## config.mk

```make
export PLATFORM = sky130hd
export DESIGN_NAME = loop_panel
export DESIGN_NICKNAME = d
export VERILOG_FILES = /design/src/hdl/loop_pkg.sv /design/src/hdl/loop_panel.sv /design/src/hdl/button_classifier.sv /design/src/hdl/blink_coder.sv
export VERILOG_INCLUDE_DIRS = /design/src /design/src/hdl
export SDC_FILE = /design/constraint.sdc
export NUM_CORES = 1
export LEC_CHECK = 0
export ABC_AREA = 1
export BUFFER_PORTS_ARGS = -buffer_cell sky130_fd_sc_hd__buf_4
export CORE_ASPECT_RATIO = 2
export CORE_MARGIN = 2
export CORE_UTILIZATION = 37
export DETAILED_ROUTE_END_ITERATION = 10
export GPL_TIMING_DRIVEN = 0
export PLACE_DENSITY = 0.61
export SETUP_SLACK_MARGIN = 0.15
export SLEW_MARGIN = 20
export SYNTH_ARGS = -nofsm -noshare
export SYNTH_HDL_FRONTEND = slang
export SYNTH_HIERARCHICAL = 1
export SYNTH_SLANG_ARGS = --single-unit
```

## constraint.sdc

```tcl
create_clock -name aclk -period 3.5 [get_ports aclk]
set_clock_uncertainty 0.15 [all_clocks]
set_input_delay 0.35 -clock aclk [delete_from_list [all_inputs] [get_ports aclk]]
set_output_delay 0.35 -clock aclk [all_outputs]
set_load 0.005 [all_outputs]
```

## src/hdl/loop_params.svh

```systemverilog
// constants for the loop detector front panel and alignment supervisor
// Summary of operation
// - four channel indicators show detection unless an error or alignment overrides.
// - receive and transmit indicators light while the data bus is busy.
// - heartbeat toggles at 1 Hz, or 0.5 Hz with master-slave sync enabled.
// - press under 1 s toggles all indicators; suppressed when blank timeout is zero.
// - press of 1 to 3 s aligns every enabled channel without reset.
// - press over 3 s resets the detector, then aligns all enabled channels.
// - fourth switch of each group activates the group and blocks serial frequency.
// - activated group switches select one of four oscillator frequency ranges.
// - unsupported loop type lights fault and blinks the channel eight times.
// - any change of a group's switches realigns its loop system.
// - no detections while aligning; channel ends alignment undetected.
// - power-on, parameter change, button, external or internal reset start alignment.
// - resets align all enabled channels; parameter writes realign only changed systems.
// - aligning channel indicator steady on, heartbeat flashes near 5 Hz.
// - faulty channel repeats its error blink count every 5 s.
// - any channel error drives collective fault indicator and terminal output.
// - mismatched frequency jumpers flag jumper fault on every channel.
// - alignment lasting beyond about 2 s flags disturbance.
// - alignment over the maximum duration aborts with timeout error.
// - auto recalibration realigns faulty channels cyclically; jumper and type errors stay.
// - one faulty loop leaves the other running; classification degrades.
// - second channel of each system follows the first channel's parameters.
`ifndef LOOP_PARAMS_SVH
`define LOOP_PARAMS_SVH
`define CLK_MHZ 250
`define TICK_US 1000
`define MS_W 16
`define DEBOUNCE_MS 16'h0014
`define SHORT_MAX_MS 16'h03E8
`define RESET_MIN_MS 16'h0BB8
`define DISTURB_MS 16'h07D0
`define BLINK_SLOT_MS 16'h01F4
`define BLINK_ON_MS 16'h00FA
`define BURST_SLOTS 4'hA
`define HB_NORMAL_MS 16'h01F4
`define HB_SYNC_MS 16'h03E8
`define HB_ALIGN_MS 16'h0064
`define RETRY_MS 16'h7530
`define ALIGN_LIMIT_RST 16'h2710
`define REG_CTRL 8'h00
`define REG_ALIGN_MAX 8'h04
`define REG_SYS0 8'h08
`define REG_SYS1 8'h0C
`define REG_STATUS 8'h10
`define REG_ERRORS 8'h14
`define REG_SWITCHES 8'h18
`define CTRL_SYNC_BIT 0
`define CTRL_BLANK_LSB 8
`define CTRL_BLANK_MSB 15
`define SYS_EN_BIT 0
`define SYS_AR_BIT 1
`define SYS_FRQ_LSB 2
`define SYS_FRQ_MSB 3
`define SYS_RST 4'hD
`define BLANK_RST 8'h0A
`define SW_TYPE 0
`define SW_F0 1
`define SW_F1 2
`define SW_ACT 3
`define LOOP_TYPE_OK 1'b1
`define PIN_SYNC_RST 12'h801
`define RESP_OKAY 2'b00
`define RESP_SLVERR 2'b10
`endif

```

## src/hdl/loop_pkg.sv

```systemverilog
// types shared by the loop detector supervisor modules
package loop_pkg;
  typedef enum logic [3:0] {
    ERR_NONE = 4'b0000,
    ERR_SHORT = 4'b0001,
    ERR_OPEN = 4'b0010,
    ERR_FREQ = 4'b0011,
    ERR_DISTURB = 4'b0100,
    ERR_JUMPER = 4'b0101,
    ERR_TIMEOUT = 4'b0111,
    ERR_LOOPTYPE = 4'b1000
  } err_code_t;
  typedef enum logic {BTN_IDLE = 1'b0, BTN_HELD = 1'b1} btn_state_t;
  typedef enum logic {CH_IDLE = 1'b0, CH_ALIGN = 1'b1} ch_state_t;
endpackage

```

## src/hdl/loop_panel.sv

```systemverilog
// front panel, switch, alignment and error supervisor of the four-channel loop detector
//
// Added by the designer: the register offsets and the AXI4-Lite interface to the registers.
`include "loop_params.svh"
module loop_panel #(
  parameter int MS_TICK_CYCLES = `CLK_MHZ * `TICK_US,
  parameter logic SUPPORTED_TYPE = `LOOP_TYPE_OK
) (
  // clock and reset
  input wire logic aclk,
  input wire logic aresetn,
  // axi4-lite register slave
  input wire logic [7:0] awaddr,
  input wire logic awvalid,
  output logic awready,
  input wire logic [31:0] wdata,
  input wire logic [3:0] wstrb,
  input wire logic wvalid,
  output logic wready,
  output logic [1:0] bresp,
  output logic bvalid,
  input wire logic bready,
  input wire logic [7:0] araddr,
  input wire logic arvalid,
  output logic arready,
  output logic [31:0] rdata,
  output logic [1:0] rresp,
  output logic rvalid,
  input wire logic rready,
  // front panel pins, asynchronous
  input wire logic button_n,
  input wire logic [7:0] dip_switches,
  input wire logic [1:0] freq_jumpers,
  input wire logic ext_reset_n,
  // same-clock status from the rest of the detector
  input wire logic int_reset,
  input wire logic rx_busy,
  input wire logic tx_busy,
  input wire logic [3:0] chan_detect,
  input wire logic [3:0] meas_done,
  input wire logic [3:0] meas_short,
  input wire logic [3:0] meas_open,
  input wire logic [3:0] meas_freq_bad,
  // indicators and terminal output
  output logic [3:0] channel_indicators,
  output logic heartbeat_indicator,
  output logic rx_indicator,
  output logic tx_indicator,
  output logic fault_indicator,
  output logic fault_output,
  // to the measurement side
  output logic [3:0] chan_aligning,
  output logic [3:0] detect_out,
  output logic [3:0] freq_range,
  output logic [1:0] serial_freq_block,
  output logic [1:0] class_degraded,
  output logic detector_reset
);
  localparam int TW = $clog2(MS_TICK_CYCLES + 1);

  function automatic logic [31:0] merge(input logic [31:0] old_v, input logic [31:0] new_v,
                                        input logic [3:0] strb);
    merge = old_v;
    for (int b = 0; b < 4; b++) begin
      if (strb[b]) begin
        merge[b*8 +: 8] = new_v[b*8 +: 8];
      end
    end
  endfunction

  logic [11:0] pin_meta_r;
  logic [11:0] pin_sync_r;
  logic [7:0] sw_s;
  logic [1:0] jmp_s;
  logic ext_n_s;
  logic [TW-1:0] tick_cnt_r;
  logic ms_tick;
  logic btn_short;
  logic btn_align;
  logic btn_reset;
  logic dev_rst;
  logic aw_full_r;
  logic w_full_r;
  logic [7:0] awaddr_r;
  logic [31:0] wdata_r;
  logic [3:0] wstrb_r;
  logic wr_fire;
  logic sync_en_r;
  logic [7:0] blank_to_r;
  logic [`MS_W-1:0] align_max_r;
  logic [3:0] sys_r [2];
  logic [1:0] sys_realign;
  logic [1:0] type_fault;
  logic jumper_fault;
  logic blank_r;
  logic [`MS_W-1:0] hb_cnt_r;
  logic hb_r;
  logic [3:0] blink;
  loop_pkg::err_code_t disp_code [4];
  loop_pkg::err_code_t err_r [4];
  logic [3:0] faulty;
  logic [31:0] ctrl_new;
  logic [31:0] amax_new;
  logic [31:0] rd_mux;
  logic rd_ok;
  logic wr_ok;

  // two flops on every asynchronous pin
  always_ff @(posedge aclk) begin
    if (!aresetn) begin
      pin_meta_r <= `PIN_SYNC_RST;
      pin_sync_r <= `PIN_SYNC_RST;
    end else begin
      pin_meta_r <= {ext_reset_n, freq_jumpers, dip_switches, button_n};
      pin_sync_r <= pin_meta_r;
    end
  end
  assign sw_s = pin_sync_r[8:1];
  assign jmp_s = pin_sync_r[10:9];
  assign ext_n_s = pin_sync_r[11];

  always_ff @(posedge aclk) begin
    if (!aresetn) begin
      tick_cnt_r <= '0;
    end else begin
      tick_cnt_r <= ms_tick ? '0 : tick_cnt_r + 1'b1;
    end
  end
  assign ms_tick = (tick_cnt_r == TW'(MS_TICK_CYCLES - 1));

  button_classifier u_button (
    .aclk(aclk),
    .aresetn(aresetn),
    .ms_tick(ms_tick),
    .pressed(~pin_sync_r[0]),
    .short_press(btn_short),
    .align_press(btn_align),
    .reset_press(btn_reset)
  );

  // the configuration survives these resets, like settings kept in non-volatile storage
  assign dev_rst = btn_reset | ~ext_n_s | int_reset;

  always_ff @(posedge aclk) begin
    if (!aresetn) begin
      detector_reset <= 1'b0;
    end else begin
      detector_reset <= dev_rst;
    end
  end

  // axi4-lite write channel: address and data accepted in either order
  assign wr_fire = aw_full_r & w_full_r & ~bvalid;
  assign wr_ok = (awaddr_r == `REG_CTRL) | (awaddr_r == `REG_ALIGN_MAX) | (awaddr_r == `REG_SYS0) |
                 (awaddr_r == `REG_SYS1) | (awaddr_r == `REG_STATUS) | (awaddr_r == `REG_ERRORS) |
                 (awaddr_r == `REG_SWITCHES);
  always_ff @(posedge aclk) begin
    if (!aresetn) begin
      aw_full_r <= 1'b0;
      w_full_r <= 1'b0;
      awaddr_r <= '0;
      wdata_r <= '0;
      wstrb_r <= '0;
      awready <= 1'b1;
      wready <= 1'b1;
      bvalid <= 1'b0;
      bresp <= `RESP_OKAY;
    end else begin
      if (awvalid && awready) begin
        aw_full_r <= 1'b1;
        awaddr_r <= awaddr;
        awready <= 1'b0;
      end
      if (wvalid && wready) begin
        w_full_r <= 1'b1;
        wdata_r <= wdata;
        wstrb_r <= wstrb;
        wready <= 1'b0;
      end
      if (wr_fire) begin
        aw_full_r <= 1'b0;
        w_full_r <= 1'b0;
        bvalid <= 1'b1;
        bresp <= wr_ok ? `RESP_OKAY : `RESP_SLVERR;
      end
      if (bvalid && bready) begin
        bvalid <= 1'b0;
        awready <= 1'b1;
        wready <= 1'b1;
      end
    end
  end

  assign ctrl_new = merge({16'h0000, blank_to_r, 7'h00, sync_en_r}, wdata_r, wstrb_r);
  assign amax_new = merge({16'h0000, align_max_r}, wdata_r, wstrb_r);
  always_ff @(posedge aclk) begin
    if (!aresetn) begin
      sync_en_r <= 1'b0;
      blank_to_r <= `BLANK_RST;
      align_max_r <= `ALIGN_LIMIT_RST;
    end else if (wr_fire && awaddr_r == `REG_CTRL) begin
      sync_en_r <= ctrl_new[`CTRL_SYNC_BIT];
      blank_to_r <= ctrl_new[`CTRL_BLANK_MSB:`CTRL_BLANK_LSB];
    end else if (wr_fire && awaddr_r == `REG_ALIGN_MAX) begin
      align_max_r <= amax_new[`MS_W-1:0];
    end
  end

  // axi4-lite read channel, data one cycle after the address is taken
  always_comb begin
    rd_ok = 1'b1;
    case (araddr)
      `REG_CTRL: rd_mux = {16'h0000, blank_to_r, 7'h00, sync_en_r};
      `REG_ALIGN_MAX: rd_mux = {16'h0000, align_max_r};
      `REG_SYS0: rd_mux = {28'h000_0000, sys_r[0]};
      `REG_SYS1: rd_mux = {28'h000_0000, sys_r[1]};
      `REG_STATUS: rd_mux = {20'h0_0000, class_degraded, blank_r, fault_output, detect_out, chan_aligning};
      `REG_ERRORS: rd_mux = {16'h0000, disp_code[3], disp_code[2], disp_code[1], disp_code[0]};
      `REG_SWITCHES: rd_mux = {20'h0_0000, jmp_s, 2'b00, sw_s};
      default: begin
        rd_mux = '0;
        rd_ok = 1'b0;
      end
    endcase
  end
  always_ff @(posedge aclk) begin
    if (!aresetn) begin
      arready <= 1'b1;
      rvalid <= 1'b0;
      rdata <= '0;
      rresp <= `RESP_OKAY;
    end else if (arvalid && arready) begin
      arready <= 1'b0;
      rvalid <= 1'b1;
      rdata <= rd_mux;
      rresp <= rd_ok ? `RESP_OKAY : `RESP_SLVERR;
    end else if (rvalid && rready) begin
      rvalid <= 1'b0;
      arready <= 1'b1;
    end
  end

  assign jumper_fault = jmp_s[0] ^ jmp_s[1];

  // per loop system: parameters, switch group and frequency selection
  for (genvar s = 0; s < 2; s++) begin : g_sys
    localparam logic [7:0] SYS_ADDR = (s == 0) ? `REG_SYS0 : `REG_SYS1;
    logic [3:0] grp;
    logic [3:0] grp_prev_r;
    logic [31:0] sys_new;
    logic [3:0] sys_nxt;
    logic [3:0] chan_fault;
    assign grp = sw_s[s*4 +: 4];
    assign sys_new = merge({28'h000_0000, sys_r[s]}, wdata_r, wstrb_r);
    always_comb begin
      sys_nxt = sys_new[3:0];
      if (grp[`SW_ACT]) begin
        sys_nxt[`SYS_FRQ_MSB:`SYS_FRQ_LSB] = sys_r[s][`SYS_FRQ_MSB:`SYS_FRQ_LSB];
      end
    end
    always_ff @(posedge aclk) begin
      if (!aresetn) begin
        sys_r[s] <= `SYS_RST;
        grp_prev_r <= '0;
        sys_realign[s] <= 1'b0;
      end else begin
        grp_prev_r <= grp;
        sys_realign[s] <= grp != grp_prev_r;
        if (wr_fire && awaddr_r == SYS_ADDR) begin
          sys_r[s] <= sys_nxt;
          // an auto-recalibration flag change alone never retunes a loop
          if (sys_nxt[`SYS_EN_BIT] != sys_r[s][`SYS_EN_BIT] ||
              sys_nxt[`SYS_FRQ_MSB:`SYS_FRQ_LSB] != sys_r[s][`SYS_FRQ_MSB:`SYS_FRQ_LSB]) begin
            sys_realign[s] <= 1'b1;
          end
        end
      end
    end
    assign type_fault[s] = grp[`SW_ACT] & (grp[`SW_TYPE] != SUPPORTED_TYPE);
    assign chan_fault = {2'b00, faulty[s*2+1], faulty[s*2]};
    always_ff @(posedge aclk) begin
      if (!aresetn) begin
        freq_range[s*2 +: 2] <= 2'b00;
        serial_freq_block[s] <= 1'b0;
        class_degraded[s] <= 1'b0;
      end else begin
        freq_range[s*2 +: 2] <= grp[`SW_ACT] ? {grp[`SW_F1], grp[`SW_F0]} :
                                sys_r[s][`SYS_FRQ_MSB:`SYS_FRQ_LSB];
        serial_freq_block[s] <= grp[`SW_ACT];
        class_degraded[s] <= sys_r[s][`SYS_EN_BIT] & (chan_fault[0] ^ chan_fault[1]);
      end
    end
  end

  // per channel alignment sequencer, error state and indicator
  for (genvar i = 0; i < 4; i++) begin : g_ch
    localparam int S = i / 2;
    loop_pkg::ch_state_t state_r;
    logic pend_r;
    logic dist_r;
    logic ignore_r;
    logic [`MS_W-1:0] ams_r;
    logic [`MS_W-1:0] retry_r;
    logic en;
    logic auto_rc;
    // both channels of a system read the first channel's settings
    assign en = sys_r[S][`SYS_EN_BIT];
    assign auto_rc = sys_r[S][`SYS_AR_BIT];
    always_comb begin
      if (jumper_fault) begin
        disp_code[i] = loop_pkg::ERR_JUMPER;
      end else if (type_fault[S]) begin
        disp_code[i] = loop_pkg::ERR_LOOPTYPE;
      end else begin
        disp_code[i] = err_r[i];
      end
    end
    assign faulty[i] = en & (disp_code[i] != loop_pkg::ERR_NONE);
    always_ff @(posedge aclk) begin
      if (!aresetn || dev_rst) begin
        state_r <= loop_pkg::CH_IDLE;
        pend_r <= 1'b1;
        err_r[i] <= loop_pkg::ERR_NONE;
        chan_aligning[i] <= 1'b0;
        dist_r <= 1'b0;
        ignore_r <= 1'b0;
        ams_r <= '0;
        retry_r <= '0;
      end else begin
        if (!chan_detect[i]) begin
          ignore_r <= 1'b0;
        end
        case (state_r)
          loop_pkg::CH_IDLE: begin
            if (!en) begin
              pend_r <= 1'b0;
              err_r[i] <= loop_pkg::ERR_NONE;
            end else if (pend_r) begin
              state_r <= loop_pkg::CH_ALIGN;
              chan_aligning[i] <= 1'b1;
              pend_r <= 1'b0;
              dist_r <= 1'b0;
              ams_r <= '0;
              retry_r <= '0;
              err_r[i] <= loop_pkg::ERR_NONE;
            end else if (auto_rc && err_r[i] != loop_pkg::ERR_NONE && ms_tick) begin
              // retry period sits well inside the one minute recovery bound
              if (retry_r >= `RETRY_MS - 1'b1) begin
                pend_r <= 1'b1;
                retry_r <= '0;
              end else begin
                retry_r <= retry_r + 1'b1;
              end
            end
          end
          loop_pkg::CH_ALIGN: begin
            if (ms_tick) begin
              ams_r <= ams_r + 1'b1;
            end
            if (ams_r >= `DISTURB_MS) begin
              dist_r <= 1'b1;
            end
            if (!en) begin
              state_r <= loop_pkg::CH_IDLE;
              chan_aligning[i] <= 1'b0;
            end else if (meas_done[i]) begin
              state_r <= loop_pkg::CH_IDLE;
              chan_aligning[i] <= 1'b0;
              ignore_r <= 1'b1;
              if (meas_short[i]) begin
                err_r[i] <= loop_pkg::ERR_SHORT;
              end else if (meas_open[i]) begin
                err_r[i] <= loop_pkg::ERR_OPEN;
              end else if (meas_freq_bad[i]) begin
                err_r[i] <= loop_pkg::ERR_FREQ;
              end else if (dist_r) begin
                err_r[i] <= loop_pkg::ERR_DISTURB;
              end
            end else if (ams_r >= align_max_r) begin
              state_r <= loop_pkg::CH_IDLE;
              chan_aligning[i] <= 1'b0;
              ignore_r <= 1'b1;
              err_r[i] <= loop_pkg::ERR_TIMEOUT;
            end
          end
          default: state_r <= loop_pkg::CH_IDLE;
        endcase
        // last, so a request never loses to a clear
        if (btn_align || sys_realign[S]) begin
          pend_r <= 1'b1;
        end
      end
    end

    blink_coder u_blink (
      .aclk(aclk),
      .aresetn(aresetn),
      .ms_tick(ms_tick),
      .code(disp_code[i]),
      .blink(blink[i])
    );

    always_ff @(posedge aclk) begin
      if (!aresetn) begin
        detect_out[i] <= 1'b0;
        channel_indicators[i] <= 1'b0;
      end else begin
        // a vehicle sitting on the loop at the end of alignment stays unseen
        detect_out[i] <= en & ~chan_aligning[i] & ~ignore_r & ~faulty[i] & chan_detect[i];
        if (blank_r) begin
          channel_indicators[i] <= 1'b0;
        end else if (chan_aligning[i]) begin
          channel_indicators[i] <= 1'b1;
        end else if (faulty[i]) begin
          channel_indicators[i] <= blink[i];
        end else begin
          channel_indicators[i] <= detect_out[i];
        end
      end
    end
  end

  // short press toggles blanking of every indicator, the terminal fault output is not blanked
  always_ff @(posedge aclk) begin
    if (!aresetn) begin
      blank_r <= 1'b0;
    end else if (btn_short && blank_to_r != 8'h00) begin
      blank_r <= ~blank_r;
    end
  end

  always_ff @(posedge aclk) begin
    if (!aresetn) begin
      hb_cnt_r <= '0;
      hb_r <= 1'b0;
    end else if (ms_tick) begin
      if ((chan_aligning != 4'h0 && hb_cnt_r >= `HB_ALIGN_MS - 1'b1) ||
          (chan_aligning == 4'h0 && sync_en_r && hb_cnt_r >= `HB_SYNC_MS - 1'b1) ||
          (chan_aligning == 4'h0 && !sync_en_r && hb_cnt_r >= `HB_NORMAL_MS - 1'b1)) begin
        hb_cnt_r <= '0;
        hb_r <= ~hb_r;
      end else begin
        hb_cnt_r <= hb_cnt_r + 1'b1;
      end
    end
  end

  always_ff @(posedge aclk) begin
    if (!aresetn) begin
      heartbeat_indicator <= 1'b0;
      rx_indicator <= 1'b0;
      tx_indicator <= 1'b0;
      fault_indicator <= 1'b0;
      fault_output <= 1'b0;
    end else begin
      heartbeat_indicator <= ~blank_r & hb_r;
      rx_indicator <= ~blank_r & rx_busy;
      tx_indicator <= ~blank_r & tx_busy;
      fault_indicator <= ~blank_r & (faulty != 4'h0);
      fault_output <= faulty != 4'h0;
    end
  end
endmodule

```

## src/hdl/button_classifier.sv

```systemverilog
// debounce and hold-time classification of the front multi-function button
`include "loop_params.svh"
module button_classifier (
  // clock and reset
  input wire logic aclk,
  input wire logic aresetn,
  // millisecond tick and synchronised button level
  input wire logic ms_tick,
  input wire logic pressed,
  // one-cycle press classes
  output logic short_press,
  output logic align_press,
  output logic reset_press
);
  logic stable_r;
  logic [`MS_W-1:0] db_cnt_r;
  logic [`MS_W-1:0] hold_r;
  loop_pkg::btn_state_t state_r;

  // a level must persist for the debounce time before it is believed
  always_ff @(posedge aclk) begin
    if (!aresetn) begin
      stable_r <= 1'b0;
      db_cnt_r <= '0;
    end else if (pressed == stable_r) begin
      db_cnt_r <= '0;
    end else if (ms_tick) begin
      if (db_cnt_r >= `DEBOUNCE_MS) begin
        stable_r <= pressed;
        db_cnt_r <= '0;
      end else begin
        db_cnt_r <= db_cnt_r + 1'b1;
      end
    end
  end

  always_ff @(posedge aclk) begin
    if (!aresetn) begin
      state_r <= loop_pkg::BTN_IDLE;
      hold_r <= '0;
      short_press <= 1'b0;
      align_press <= 1'b0;
      reset_press <= 1'b0;
    end else begin
      short_press <= 1'b0;
      align_press <= 1'b0;
      reset_press <= 1'b0;
      case (state_r)
        loop_pkg::BTN_IDLE: begin
          if (stable_r) begin
            state_r <= loop_pkg::BTN_HELD;
            hold_r <= '0;
          end
        end
        loop_pkg::BTN_HELD: begin
          if (ms_tick && hold_r != '1) begin
            hold_r <= hold_r + 1'b1;
          end
          // classed at release, so a long hold never fires the shorter actions
          if (!stable_r) begin
            state_r <= loop_pkg::BTN_IDLE;
            if (hold_r < `SHORT_MAX_MS) begin
              short_press <= 1'b1;
            end else if (hold_r <= `RESET_MIN_MS) begin
              align_press <= 1'b1;
            end else begin
              reset_press <= 1'b1;
            end
          end
        end
        default: state_r <= loop_pkg::BTN_IDLE;
      endcase
    end
  end
endmodule

```

## src/hdl/blink_coder.sv

```systemverilog
// repeating blink burst that shows one channel error code
`include "loop_params.svh"
module blink_coder (
  // clock and reset
  input wire logic aclk,
  input wire logic aresetn,
  // timing and code
  input wire logic ms_tick,
  input wire loop_pkg::err_code_t code,
  // indicator level
  output logic blink
);
  logic [`MS_W-1:0] sub_r;
  logic [3:0] slot_r;

  // ten half-second slots make the 5 s burst period
  always_ff @(posedge aclk) begin
    if (!aresetn) begin
      sub_r <= '0;
      slot_r <= '0;
    end else if (ms_tick) begin
      if (sub_r == `BLINK_SLOT_MS - 1'b1) begin
        sub_r <= '0;
        slot_r <= (slot_r == `BURST_SLOTS - 1'b1) ? 4'h0 : slot_r + 1'b1;
      end else begin
        sub_r <= sub_r + 1'b1;
      end
    end
  end

  always_ff @(posedge aclk) begin
    if (!aresetn) begin
      blink <= 1'b0;
    end else begin
      blink <= (code != loop_pkg::ERR_NONE) && (slot_r < code) && (sub_r < `BLINK_ON_MS);
    end
  end
endmodule

```

# After elaboration in Yosys (flattened, before gate mapping)
# Memories as Yosys holds them, arrays and structs flattened.
# Cells that the tools add are included.
[word_totals]
reg_bits = 455
mem_bits_rw = 20
inputBits = 94
out_inout_bits = 67
wordCells = 776
mem_count = 2
[op_classes]
n_addsub = 20
n_lt_le_gt_ge = 26
n_eq_ne = 51
muxes = 388
bitwise = 98
reduce_logical = 97
[memory_table]
columns = ["name", "words", "word_bits", "rd", "rd_clocked_by_memory_dff", "wr", "line_no", "rtl"]
rows = [
  ["err_r", 4, 3, 4, 0, 4, "loop_panel.sv:100", "loop_pkg::err_code_t err_r [4];"],
  ["sys_r", 2, 4, 2, 0, 2, "loop_panel.sv:91", "logic [3:0] sys_r [2];"],
]
[op_table]
columns = ["cell", "count"]
rows = [
  ["16-bit two-way mux", 32],
  ["1-bit two-way mux", 288],
  ["16-bit by 1-bit adder with 16-bit output (second input constant)", 15],
  ["16-bit case mux with 2 select lines", 5],
  ["16-bit case mux with 7 select lines", 1],
  ["3-bit two-way mux", 28],
  ["16-bit by 9-bit equality test with 1-bit output (second input constant)", 4],
  ["16-bit by 11-bit >= comparator with 1-bit output (second input constant)", 4],
  ["16-bit by 15-bit >= comparator with 1-bit output (second input constant)", 4],
  ["16-bit >= comparator", 4],
  ["16-bit by 8-bit < comparator with 1-bit output (second input constant)", 4],
  ["4-bit two-way mux", 16],
  ["3-bit AND reduction", 19],
  ["8-bit by 5-bit equality test with 1-bit output (second input constant)", 6],
  ["4-bit nonzero test", 10],
  ["1-bit OR", 38],
  ["8-bit by 4-bit equality test with 1-bit output (second input constant)", 4],
  ["1-bit logical AND", 32],
  ["1-bit bitwise AND", 30],
  ["1-bit NOT", 27],
  ["2-bit != test (second input constant)", 13],
  ["1-bit case mux with 2 select lines", 12],
  ["18-bit by 1-bit adder with 18-bit output (second input constant)", 1],
  ["18-bit equality test (second input constant)", 1],
  ["30 further kinds", 82],
]

# Longest topological paths before layout
# Gate-level depths: netlist of run 1.
[logic_depth]
word_depth = 13
ltp_mapped = 16
mapped_depth_nobuf = 14

# Modules after synthesis
# Netlist of run 1, hierarchy kept.
[modules_own_cells]
columns = ["module", "n_inst", "cells_each", "area_per_inst_um2", "seq_area_each_um2"]
rows = [
  ["loop_panel", 1, 2788, 18880.6, 6886.6],
  ["blink_coder", 4, 205, 1288.7, 420.4],
  ["button_classifier", 1, 259, 1810.5, 740.7],
]

# Worst setup path before layout of run 1
# No wires, ideal clock.
[synth_timing]
kind = "flip-flop to flip-flop"
start = "register tick_cnt_r[0]"
end = "register g_ch[0].u_blink.slot_r[1]"
setup_ns = 0.112
arrival_ns = 2.336
t_required_ns = 3.238
setup_slack_ns = 0.902
stages_incl_launch_ff = 16
path_buffers = 1
period_less_slack_ns = 2.598
path_cell_list = "dfxtp_1 > ha_1 > nand3_4 > nor2_8 > nand3_1 > inv_1 > nand2_1 > inv_1 > nand2_1 > nor2_2 > nand2_2 > nand2_2 > buf_6 > nand2_4 > nand2_2 > nand2_1"
[synth_via]
elab_chain_cells = 2
[synth_lines]
columns = ["element", "line_no", "rtl"]
rows = [
  ["start: declaration", "loop_panel.sv:76", "logic [TW-1:0] tick_cnt_r;"],
  ["start signal: assignment", "loop_panel.sv:126", "tick_cnt_r <= ms_tick ? '0 : tick_cnt_r + 1'b1;"],
  ["18-bit equality test", "loop_panel.sv:129", "assign ms_tick = (tick_cnt_r == TW'(MS_TICK_CYCLES - 1));"],
  ["net ms_tick", "loop_panel.sv:77", "logic ms_tick;"],
  ["2-bit AND reduction (no source line)", "-", ""],
  ["end signal: assignment", "blink_coder.sv:24", "slot_r <= (slot_r == `BURST_SLOTS - 1'b1) ? 4'h0 : slot_r + 1'b1;"],
  ["end: declaration", "blink_coder.sv:14", "logic [3:0] slot_r;"],
]
# The timed path passes the listed nets, and every way through them passes these cells.
# A chain may end at the register's enable or synchronous reset.

# Worst setup path in the final report of run 1
[layout_timing]
start = "register pin_sync_r[11]"
end = "register g_ch[2].pend_r"
[layout_via]
elab_chain_cells = 5
[layout_lines]
columns = ["element", "line_no", "rtl"]
rows = [
  ["start: declaration", "loop_panel.sv:72", "logic [11:0] pin_sync_r;"],
  ["start signal: assignment", "loop_panel.sv:112", "pin_sync_r <= `PIN_SYNC_RST;"],
  ["start signal: assignment", "loop_panel.sv:115", "pin_sync_r <= pin_meta_r;"],
  ["1-bit NOT", "loop_panel.sv:142", "assign dev_rst = btn_reset | ~ext_n_s | int_reset;"],
  ["1-bit OR (2 in a row)", "loop_panel.sv:142", ""],
  ["1-bit logical OR", "loop_panel.sv:320", "if (!aresetn || dev_rst) begin"],
  ["2-bit OR reduction (no source line)", "-", ""],
  ["end signal: assignment", "loop_panel.sv:322", "pend_r <= 1'b1;"],
  ["end signal: assignment", "loop_panel.sv:336", "pend_r <= 1'b0;"],
  ["end signal: assignment", "loop_panel.sv:341", "pend_r <= 1'b0;"],
  ["end: declaration", "loop_panel.sv:299", "logic pend_r;"],
]
# Every way passes these cells.

==> impl_metrics.ini, run 1 <==
[sta]
tns_ns = 0
slew_headroom_pct = 33.4
tightest_slew_ns = 0.999
report.final.slew_viol_count = 0
fmax_mhz = 317
finalCritPeriodShare_pct = 90.1
finalWorstPathRequiredPeriod_ns = 3.15
setup_viol = 0
grt_setup_unrepaired = no
finalHoldViolations = 0

[logic_synthesis]
synth-seq-cells = 455
ys_warn_count = 6
avgSynthCellArea_um2 = 6.68
yosysTopAreaCellShare_pct = 33.7
syn_area_mm2 = 0.0258
ys.flop_type = dfxtp_1
synthCells = 3867
synth_xor_area_share_pct = 2.98
ys_async_sr_fraction_pct = 0
yosysSeqAreaShare_pct = 36.0
synth_cell_types = 58
synth_area_leaders = dfxtp_1 34%, nand2_1 14%, nor2_1 8.2%, inv_1 6.1%, nand3_1 5.8%
synth_compound_area_share_pct = 10.4
muxShareOfSynthArea_pct = 0
synth-edff-count = 20
yosys-top-cells-count = 961 x nand2_1, 563 x nor2_1, 435 x dfxtp_1
yosys.area_share.simple_pct = 36.6
yosys.area.top_type = dfxtp_1
yosysMostFrequentCell = nand2_1
synth_top_family_by_area = simple AND/OR/NAND/NOR gates
yosys.area_share.adder_pct = 4.79

[cts]
clkTransAtPathRegs_ns = 0.07
clockBufferDepth = 3
post-cts-setup-buffers = 0
clockRootBuffer = clkbuf_16
cts_tree = done
numCtsBuffers = 45
insertion_delay_ns = 0.60
cts_max_level = 2
clock_sinks = 455

[floorplanning]
ioPinCount = 161
dieHeight_um = 378
die-area_mm2 = 0.0721
die_x_um = 191
core_area_mm2 = 0.0694
start_util_pct = 37.2
rows = 137

[setup_path]
cp_max_fo = 10
cp-start-kind = flop
endpoint_kind = flop
critical_path_class = reg2reg
crit_arrival_ns = 3.44
cp.required_ns = 3.78
worstPathCellList = inv_1 -> nor2_1 -> nand3_1 -> buf_2 -> clkbuf_1 -> nor3_1 -> o221ai_1
crit_path_max_incr_delay_ns = 0.75
cp_slowest_cell = nor3_1

[routing]
drcViolationCount = 0
drt.antenna.violating_nets = 0
drtPass1Iterations = 6
drtIter0Drc = 1918
drt_wl_total_um = 79100
wl_per_cell_um = 15.7
vias_per_cell = 5.08
vias = 25600

[cells_and_area]
area_delta_synth_final_pct = 16.2
nets = 4303
layout-drive-gt1-share_pct = 9.14
fill_cells = 7210
ff_latch_area_mm2 = 0.00931
multi_input_area_mm2 = 0.0142

[pwr]
p_int_mw = 8.50
p_total_mw = 11.4
clkPwrFrac_pct = 44.4
ir_drop_v = 0.000422
powerDensity_mw_per_mm2 = 381
switchingPower_mw = 2.92
switching_share_pct = 25.6
p_leak_nw = 12.5
p_comb_share_pct = 8.3
p_seq_share_pct = 47.3

[global_routing]
grt_pass1_wl_um = 125000
gr-total-overflow = 0
track_usage_pct = 21.7
antenna_found_initial = 4
grt_max_degree = 32
grt_pass1_vias = 23700

[place]
place.gp.congestion = 0.955
io_buffers = 124
dp_hpwl_um = 59700

[worst_hold_path]
min-delay-path-class = in2reg

[outcome]
status = complete, no violations

[run]
maxCapViolCount = 0
[registers in the layout, indices dropped and copies added, names as in the netlist, 8 cells and up]
signal and flops:
wdata_r 16, err_r 12, g_ch.u_blink/slot_r 16, pin_sync_r 12, blank_to_r 8, hb_cnt_r 16, align_max_r 16, g_sys.grp_prev_r 8
rdata 16, tick_cnt_r 18, awaddr_r 8, pin_meta_r 12, g_ch.u_blink/sub_r 64, sys_r 8, g_ch.ams_r 64, u_button/hold_r 16
g_ch.retry_r 64, u_button/db_cnt_r 16
[power groups by stage]
| stage | Sequential (mW) | Clock, mW | Combinational (mW) |
|---|---|---|---|
| 3_5_place_dp | 5.52 | 0 | 0.885 |
| 5_1_grt | 5.41 | 5.40 | 1.04 |
| 4_1_cts | 5.40 | 5.21 | 0.939 |
| 2_1_floorplan | 5.48 | 0 | 0.519 |
| 3_3_place_gp | 5.52 | 0 | 0.877 |
| 6_report | 5.40 | 5.08 | 0.947 |
[what timing repair did]
action | CTS | global route
gates resized for setup | 0 | 2
endpoints found under the hold margin | 62 | 0
hold buffers | 55 | 0
endpoints found under the setup margin | 0 | 64
[layout make-up]
class | count | share of cell area [%]
buffer | 126 | 2.33
timing repair buffer | 179 | 4.93
clock buffer | 61 | 4.08
tap | 903 | 3.76
multi-input combinational | 2862 | 47.4
clock inverter | 21 | 0.925
inverter | 441 | 5.57
antenna | 2 | 0.0167
sequential | 455 | 31.0
[worst max-delay path: cells and delay by family, from the launching register on]
family | cells | cell delay (ns)
AO/OA/AOI/OAI | 1 | 0.24
buffers and inverters | 3 | 0.84
flip-flops | 1 | 0.31
AND/OR/NAND/NOR | 3 | 1.43
[final timing paths]
check,from,to,slack (ns),cells after the start
worst max register to register,pin_sync_r[11]$_SDFF_PN1_,g_ch[2].pend_r$_SDFFE_PP1N_,0.35,7
worst min-delay path,meas_done[2],chan_aligning[2]$_SDFFE_PN0P_,0.03,4
worst min register to register,pin_meta_r[11]$_SDFF_PN1_,pin_sync_r[11]$_SDFF_PN1_,0.27,1
worst max-delay path,pin_sync_r[11]$_SDFF_PN1_,g_ch[2].pend_r$_SDFFE_PP1N_,0.35,7
[cell families (layout without fill, tap and decap cells)]
kind of cell,count (synthesis),in the layout
buffers and inverters,567,828
adder cells (fa/ha/maj),99,99
AO/OA/AOI/OAI,491,491
other,1,20
XOR/XNOR,88,88
AND/OR/NAND/NOR,2166,2166
flip-flops,455,455
[stage by stage]
stage	hold WS (ns)	cell area, um2	utilization, %	worst slack [ns]	cells
floorplan	0.240	25900	-	0.902	3884
global placement	0.243	28000	40.3	-0.117	4911
detailed placement	0.248	28000	40.3	0.198	4911
CTS	0.00329	30000	43.2	0.325	5048
global route	0.0287	30000	43.3	0.165	5049
finish	0.0326	30000	43.3	0.346	5050
[layout by cell type, fill, tap and decap left out, types with 8 or more instances in the layout]
master,netlist,routed
nor3_2,9,9
nand3_1,298,298
a21oi_1,245,245
nand2_4,8,8
nor4_1,10,10
or2_2,15,15
nand3_2,11,11
conb_1,1,18
nor2_4,8,8
edfxtp_1,20,20
nor2_1,563,563
nand2_1,961,961
nand2_2,26,26
nor2_2,15,15
buf_2,24,24
nand4_1,92,92
clkbuf_1,60,72
buf_6,11,11
o21ai_0,147,147
inv_2,13,13
nor3_1,125,125
dfxtp_1,435,435
inv_1,422,421
clkbuf_16,0,45
xor2_1,63,63
buf_4,23,147
xnor2_1,25,25
a21oi_2,8,8
ha_1,99,99
o211ai_1,17,17
dlygate4sd3_1,0,55
o21bai_1,31,31
[layer usage]
layer	part of all wire [%]	global-route usage, %
met1	46	29.5
met2	44	34.5
met3	6.7	3.11
met4	3.7	8.12
met5	0.020	0
Note: power is estimated with default switching activity, not from simulation.
==> run 2, diff against run 1 <==
--- a/config.mk
+++ b/config.mk
@@ -11,9 +11,11 @@
 export CORE_ASPECT_RATIO = 2
 export CORE_MARGIN = 2
 export CORE_UTILIZATION = 37
+export CTS_BUF_LIST = sky130_fd_sc_hd__clkbuf_4 sky130_fd_sc_hd__clkbuf_8
 export DETAILED_ROUTE_END_ITERATION = 10
 export GPL_TIMING_DRIVEN = 0
 export PLACE_DENSITY = 0.61
+export RECOVER_POWER = 25
 export SETUP_SLACK_MARGIN = 0.15
 export SLEW_MARGIN = 20
 export SYNTH_ARGS = -nofsm -noshare
==> run 2 against run 1 <==
Total power shrank 0.35%. Critical path type is now in2reg. Clock power shrank 1%. Maximum frequency shrank 4.1%. Worst hold slack gained 0.034 ns. Wire length grew 0.74%. Count of clock-buffer cells in the layout grew 49. Sequential share of layout area shrank 0.28 points. Cell area grew 0.90%.
==> impl_metrics.ini, run 2 (same netlist as run 1, synthesis figures left out) <==
[outcome]
status = complete, no violations

[floorplanning]
ioPinCount = 161
die_x_um = 191
die-area_mm2 = 0.0721
rows = 137
dieHeight_um = 378
core_area_mm2 = 0.0694
start_util_pct = 37.2

[pwr]
ir_drop_v = 0.000495
switching_share_pct = 25.8
p_leak_nw = 12.6
p_comb_share_pct = 8.5
clkPwrFrac_pct = 44.0
switchingPower_mw = 2.94
powerDensity_mw_per_mm2 = 376
p_seq_share_pct = 47.5
p_int_mw = 8.45

[global_routing]
grt_max_degree = 32
grt_pass1_vias = 24000
gr-total-overflow = 0
antenna_found_initial = 4
grt_pass1_wl_um = 126000
track_usage_pct = 21.9

[cells_and_area]
largestRegisters = g_ch.ams_r (64), g_ch.retry_r (64), g_ch.u_blink/sub_r (64)
mostFrequentLayoutCell = nand2_1
fill_cells = 7210
layout-drive-gt1-share_pct = 9.92
nets = 4357
layout_common_cells = 961 x nand2_1, 563 x nor2_1, 435 x dfxtp_1
stdcell_count = 5119
area_delta_synth_final_pct = 17.2

[setup_path]
cp-start-kind = input port
critical_path_class = in2reg
cp_max_fo = 30
crit_arrival_ns = 3.77
endpoint_kind = flop
cp.required_ns = 3.98

[place]
place.gp.congestion = 0.955
dp_slack_ns = 0.198
io_buffers = 124
dp_hpwl_um = 59700
dp_cells = 4911

[sta]
finalCritPeriodShare_pct = 94.0
tightest_slew_ns = 1.01
layout_setup_ws_ns = 0.211
finalWorstPathRequiredPeriod_ns = 3.29
slew_headroom_pct = 32.8
grt_setup_unrepaired = no
tns_ns = 0
setup_viol = 0
finalHoldViolations = 0
fmax_mhz = 304
report.final.slew_viol_count = 0

[cts]
post-cts-setup-buffers = 0
cts_tree = done
clockBufferDepth = 3
cts_max_level = 3
clkTransAtPathRegs_ns = 0.06
clockRootBuffer = clkbuf_8
clock_sinks = 455
insertion_delay_ns = 0.69
numCtsBuffers = 72

[routing]
vias_per_cell = 5.07
vias = 25900
drtIter0Drc = 2036
drt_wl_total_um = 79700
drt.antenna.violating_nets = 0
drcViolationCount = 0
drtPass1Iterations = 6
wl_per_cell_um = 15.6

[worst_hold_path]
min-delay-path-class = in2reg

[run]
maxCapViolCount = 0
run 2: stage by stage:
stage	hold WS, ns	cell area, um2	power [mW]	util, %
3_5_place_dp	0.248	28000	6.40	40.3
2_1_floorplan	0.240	25900	6.00	-
3_3_place_gp	0.243	28000	6.39	40.3
4_1_cts	0.00836	30400	11.5	43.7
6_report	0.0662	30300	11.4	43.6
5_1_grt	0.0741	30300	11.8	43.6
run 2: cell type report:
| class | instances | area, um2 | share of cell area [%] |
|---|---|---|---|
| Clock buffer | 110 | 1360 | 4.50 |
| Antenna cell | 2 | 5.00 | 0.0165 |
| Inverter | 441 | 1670 | 5.52 |
| Tap cell | 903 | 1130 | 3.73 |
| Sequential cell | 455 | 9310 | 30.7 |
| Clock inverter | 14 | 196 | 0.648 |
| Multi-Input combinational cell | 2862 | 14200 | 47.0 |
| Buffer | 126 | 698 | 2.30 |
| Timing Repair Buffer | 206 | 1700 | 5.60 |
run 2: path summary, 6_finish.rpt:
check	start	end	slack [ns]	cells after the start
min	meas_freq_bad[0]	err_r[0][2]$_SDFFCE_PP1P_	0.07	6
max	aresetn	awaddr_r[2]$_SDFFE_PN0P_	0.21	8
min reg2reg	pin_meta_r[1]$_SDFF_PN0_	pin_sync_r[1]$_SDFF_PN0_	0.26	2
max reg2reg	pin_sync_r[11]$_SDFF_PN1_	g_ch[2].pend_r$_SDFFE_PP1N_	0.32	7
run 2: layer usage:
layer | vias up | track usage (%) | share of wire [%]
met3 | 158 | 2.96 | 7.1
met2 | 899 | 34.8 | 44
met1 | 11800 | 29.5 | 45
met4 | 4 | 9.62 | 3.7
met5 | - | 0 | 0.020
li1 | 13100 | - | -
run 2: repair_timing:
item | in CTS | in global routing
endpoints found under the setup margin | 0 | 54
endpoints found under the hold margin | 90 | 0
resized for setup | 0 | 4
hold buffers | 82 | 0
run 2: power by group through the flow:
stage | clock (mW) | combinational, mW | sequential (mW)
5_1_grt | 5.36 | 1.06 | 5.41
2_1_floorplan | 0 | 0.519 | 5.48
3_5_place_dp | 0 | 0.885 | 5.52
4_1_cts | 5.16 | 0.963 | 5.40
6_report | 5.02 | 0.966 | 5.41
3_3_place_gp | 0 | 0.877 | 5.52
run 2: worst max-delay path, cell delays in order:
cell and delay, ns:
dlygate4sd3_1 0.53, buf_4 0.36, clkbuf_1 0.45, clkbuf_1 0.57, o21ai_0 0.23, dlygate4sd3_1 0.60, a21oi_1 0.10, dlygate4sd3_1 0.54
==> run 3, diff against run 2 <==
--- a/config.mk
+++ b/config.mk
@@ -7,14 +7,14 @@
 export NUM_CORES = 1
 export LEC_CHECK = 0
 export ABC_AREA = 1
-export BUFFER_PORTS_ARGS = -buffer_cell sky130_fd_sc_hd__buf_4
 export CORE_ASPECT_RATIO = 2
 export CORE_MARGIN = 2
 export CORE_UTILIZATION = 37
 export CTS_BUF_LIST = sky130_fd_sc_hd__clkbuf_4 sky130_fd_sc_hd__clkbuf_8
 export DETAILED_ROUTE_END_ITERATION = 10
+export DONT_BUFFER_PORTS = 1
 export GPL_TIMING_DRIVEN = 0
-export PLACE_DENSITY = 0.61
+export PLACE_DENSITY = 0.59
 export RECOVER_POWER = 25
 export SETUP_SLACK_MARGIN = 0.15
 export SLEW_MARGIN = 20
==> run 3 against run 2 <==
Count of clock-buffer cells in the layout is 3 lower. Die area stayed put. Global-route usage is 0.32 points higher. Register-to-register slack better by 0.07 ns. Final cell count is 2.0% lower. Sequential cell count stayed put. Sequential share of layout area is 0.81 points higher. Worst hold slack better by 0.014 ns. First-iteration DRC count is 3.8% lower. Critical path depth is 1 lower. Combinational power is 11% lower.
==> impl_metrics.ini, run 3 (same netlist as run 1, synthesis figures left out) <==
[place]
dp_hpwl_um = 59400
place.gp.congestion = 0.973
dp_slack_ns = 0.338
io_buffers = 0
dp_cells = 4787

[setup_path]
r2r_slack_ns = 0.39
cp_max_fo = 10
worstSetupStartpoint = pin_sync_r[11]$_SDFF_PN1_
crit_arrival_ns = 3.47
critical_path_class = reg2reg
worstPathCellList = inv_1 -> nor2_1 -> nand3_1 -> buf_2 -> clkbuf_1 -> nor3_1 -> o221ai_1
endpoint_kind = flop
cp-start-kind = flop
cp.required_ns = 3.87
reg2reg_depth = 7
crit_end = g_ch[3].pend_r$_SDFFE_PP1N_
crit_path_max_incr_delay_ns = 0.67
timing.rr.start = pin_sync_r[11]$_SDFF_PN1_
rr_endpoint = g_ch[3].pend_r$_SDFFE_PP1N_
cp_slowest_cell = nor3_1

[cells_and_area]
layout_common_cells = 961 x nand2_1, 563 x nor2_1, 435 x dfxtp_1
nets = 4244
stdcell_count = 5015
mostFrequentLayoutCell = nand2_1
area_delta_synth_final_pct = 14.2
layout-drive-gt1-share_pct = 7.50
largestRegisters = g_ch.ams_r (64), g_ch.retry_r (64), g_ch.u_blink/sub_r (64)

[floorplanning]
die-area_mm2 = 0.0721
core_area_mm2 = 0.0694
start_util_pct = 37.2
rows = 137
ioPinCount = 161
die_x_um = 191
dieHeight_um = 378

[cts]
post-cts-setup-buffers = 0
clockBufferDepth = 3
clock_sinks = 455
cts_tree = done
clkTransAtPathRegs_ns = 0.07
numCtsBuffers = 72
insertion_delay_ns = 0.70
clockRootBuffer = clkbuf_8
cts_max_level = 3

[routing]
wl_per_cell_um = 16.0
vias_per_cell = 5.11
drtPass1Iterations = 6
drtIter0Drc = 1958
drt.antenna.violating_nets = 0
drt_wl_total_um = 80300
drcViolationCount = 0
vias = 25600

[worst_hold_path]
min-delay-path-class = in2reg

[pwr]
p_int_mw = 8.24
p_leak_nw = 12.1
clkPwrFrac_pct = 44.0
powerDensity_mw_per_mm2 = 380
p_seq_share_pct = 48.3
ir_drop_v = 0.000363
switchingPower_mw = 2.97
p_comb_share_pct = 7.7
switching_share_pct = 26.5

[sta]
grt_setup_unrepaired = no
finalHoldViolations = 0
finalCritPeriodShare_pct = 88.7
fmax_mhz = 322
setup_viol = 0
report.final.slew_viol_count = 0
slew_headroom_pct = 37.5
finalWorstPathRequiredPeriod_ns = 3.11
tightest_slew_ns = 0.937
layout_setup_ws_ns = 0.395

[global_routing]
grt_max_degree = 32
gr-total-overflow = 0
grt_pass1_wl_um = 127000
grt_pass1_vias = 24000
track_usage_pct = 22.2
antenna_found_initial = 10

[run]
maxCapViolCount = 0

[outcome]
status = complete, no violations
run 3: power by group through the flow:
stage                     logic, mW  clock network, mW  registers, mW
after global placement        0.738                  0           5.52
after CTS                     0.851               5.10           5.41
after global routing          0.945               5.29           5.42
after floorplan               0.519                  0           5.48
final                         0.860               4.94           5.41
after detailed placement      0.746                  0           5.52
run 3: routing by layer:
| metal | GRT usage [%] | vias up | part of all wire, % |
|---|---|---|---|
| met5 | 0 | - | 0.020 |
| met4 | 9.43 | 6 | 3.6 |
| met3 | 4.18 | 168 | 7.1 |
| met2 | 34.7 | 791 | 44 |
| met1 | 29.8 | 11800 | 46 |
| li1 | - | 12900 | - |
run 3: cell type report:
cell class / count / area, um2
antenna: 8 / 20.0
buffer: 126 / 689
clock buffer: 107 / 1310
clock inverter: 20 / 221
fill: 7283 / 39900
inverter: 441 / 1670
multi-input combinational: 2862 / 14200
sequential: 455 / 9310
tap: 903 / 1130
timing repair buffer: 93 / 941
run 3: timing repair:
item                                    CTS  global route
gates resized for setup                   0             2
endpoints found under the hold margin   206             0
hold buffers                             93             0
endpoints found under the setup margin    0            62
run 3: how the worst min path moves through the flow:
stage                         startpoint                         to  slack (ns)  cells after the start
2_1_floorplan  pin_meta_r[10]$_SDFF_PN0_  pin_sync_r[10]$_SDFF_PN0_        0.24                      2
3_3_place_gp    pin_meta_r[2]$_SDFF_PN0_   pin_sync_r[2]$_SDFF_PN0_        0.26                      2
3_5_place_dp    pin_meta_r[5]$_SDFF_PN0_   pin_sync_r[5]$_SDFF_PN0_        0.25                      2
4_1_cts                        araddr[4]      rresp[1]$_SDFFE_PN0P_        0.01                      3
5_1_grt                        araddr[0]      rresp[1]$_SDFFE_PN0P_        0.08                      4
6_report                   meas_short[3]  err_r[3][0]$_SDFFCE_PP1P_        0.08                      3
run 3: per-stage QoR:
stage | TNS, ns | util, % | hold WS (ns) | total power [mW] | cell area, um2
6_report | 0 | 42.5 | 0.0806 | 11.2 | 29500
5_1_grt | 0 | 42.5 | 0.0796 | 11.7 | 29500
4_1_cts | 0 | 42.5 | 0.0105 | 11.4 | 29500
3_5_place_dp | 0 | 38.9 | 0.249 | 6.27 | 27000
3_3_place_gp | -0.966 | 38.9 | 0.255 | 6.26 | 27000
2_1_floorplan | 0 | - | 0.240 | 6.00 | 25900
run 3: critical path, delay by kind of cell (launching register included):
family,cells,cell delay [ns]
AND/OR/NAND/NOR,3,1.42
buffers and inverters,3,0.82
flip-flops,1,0.31
AO/OA/AOI/OAI,1,0.23
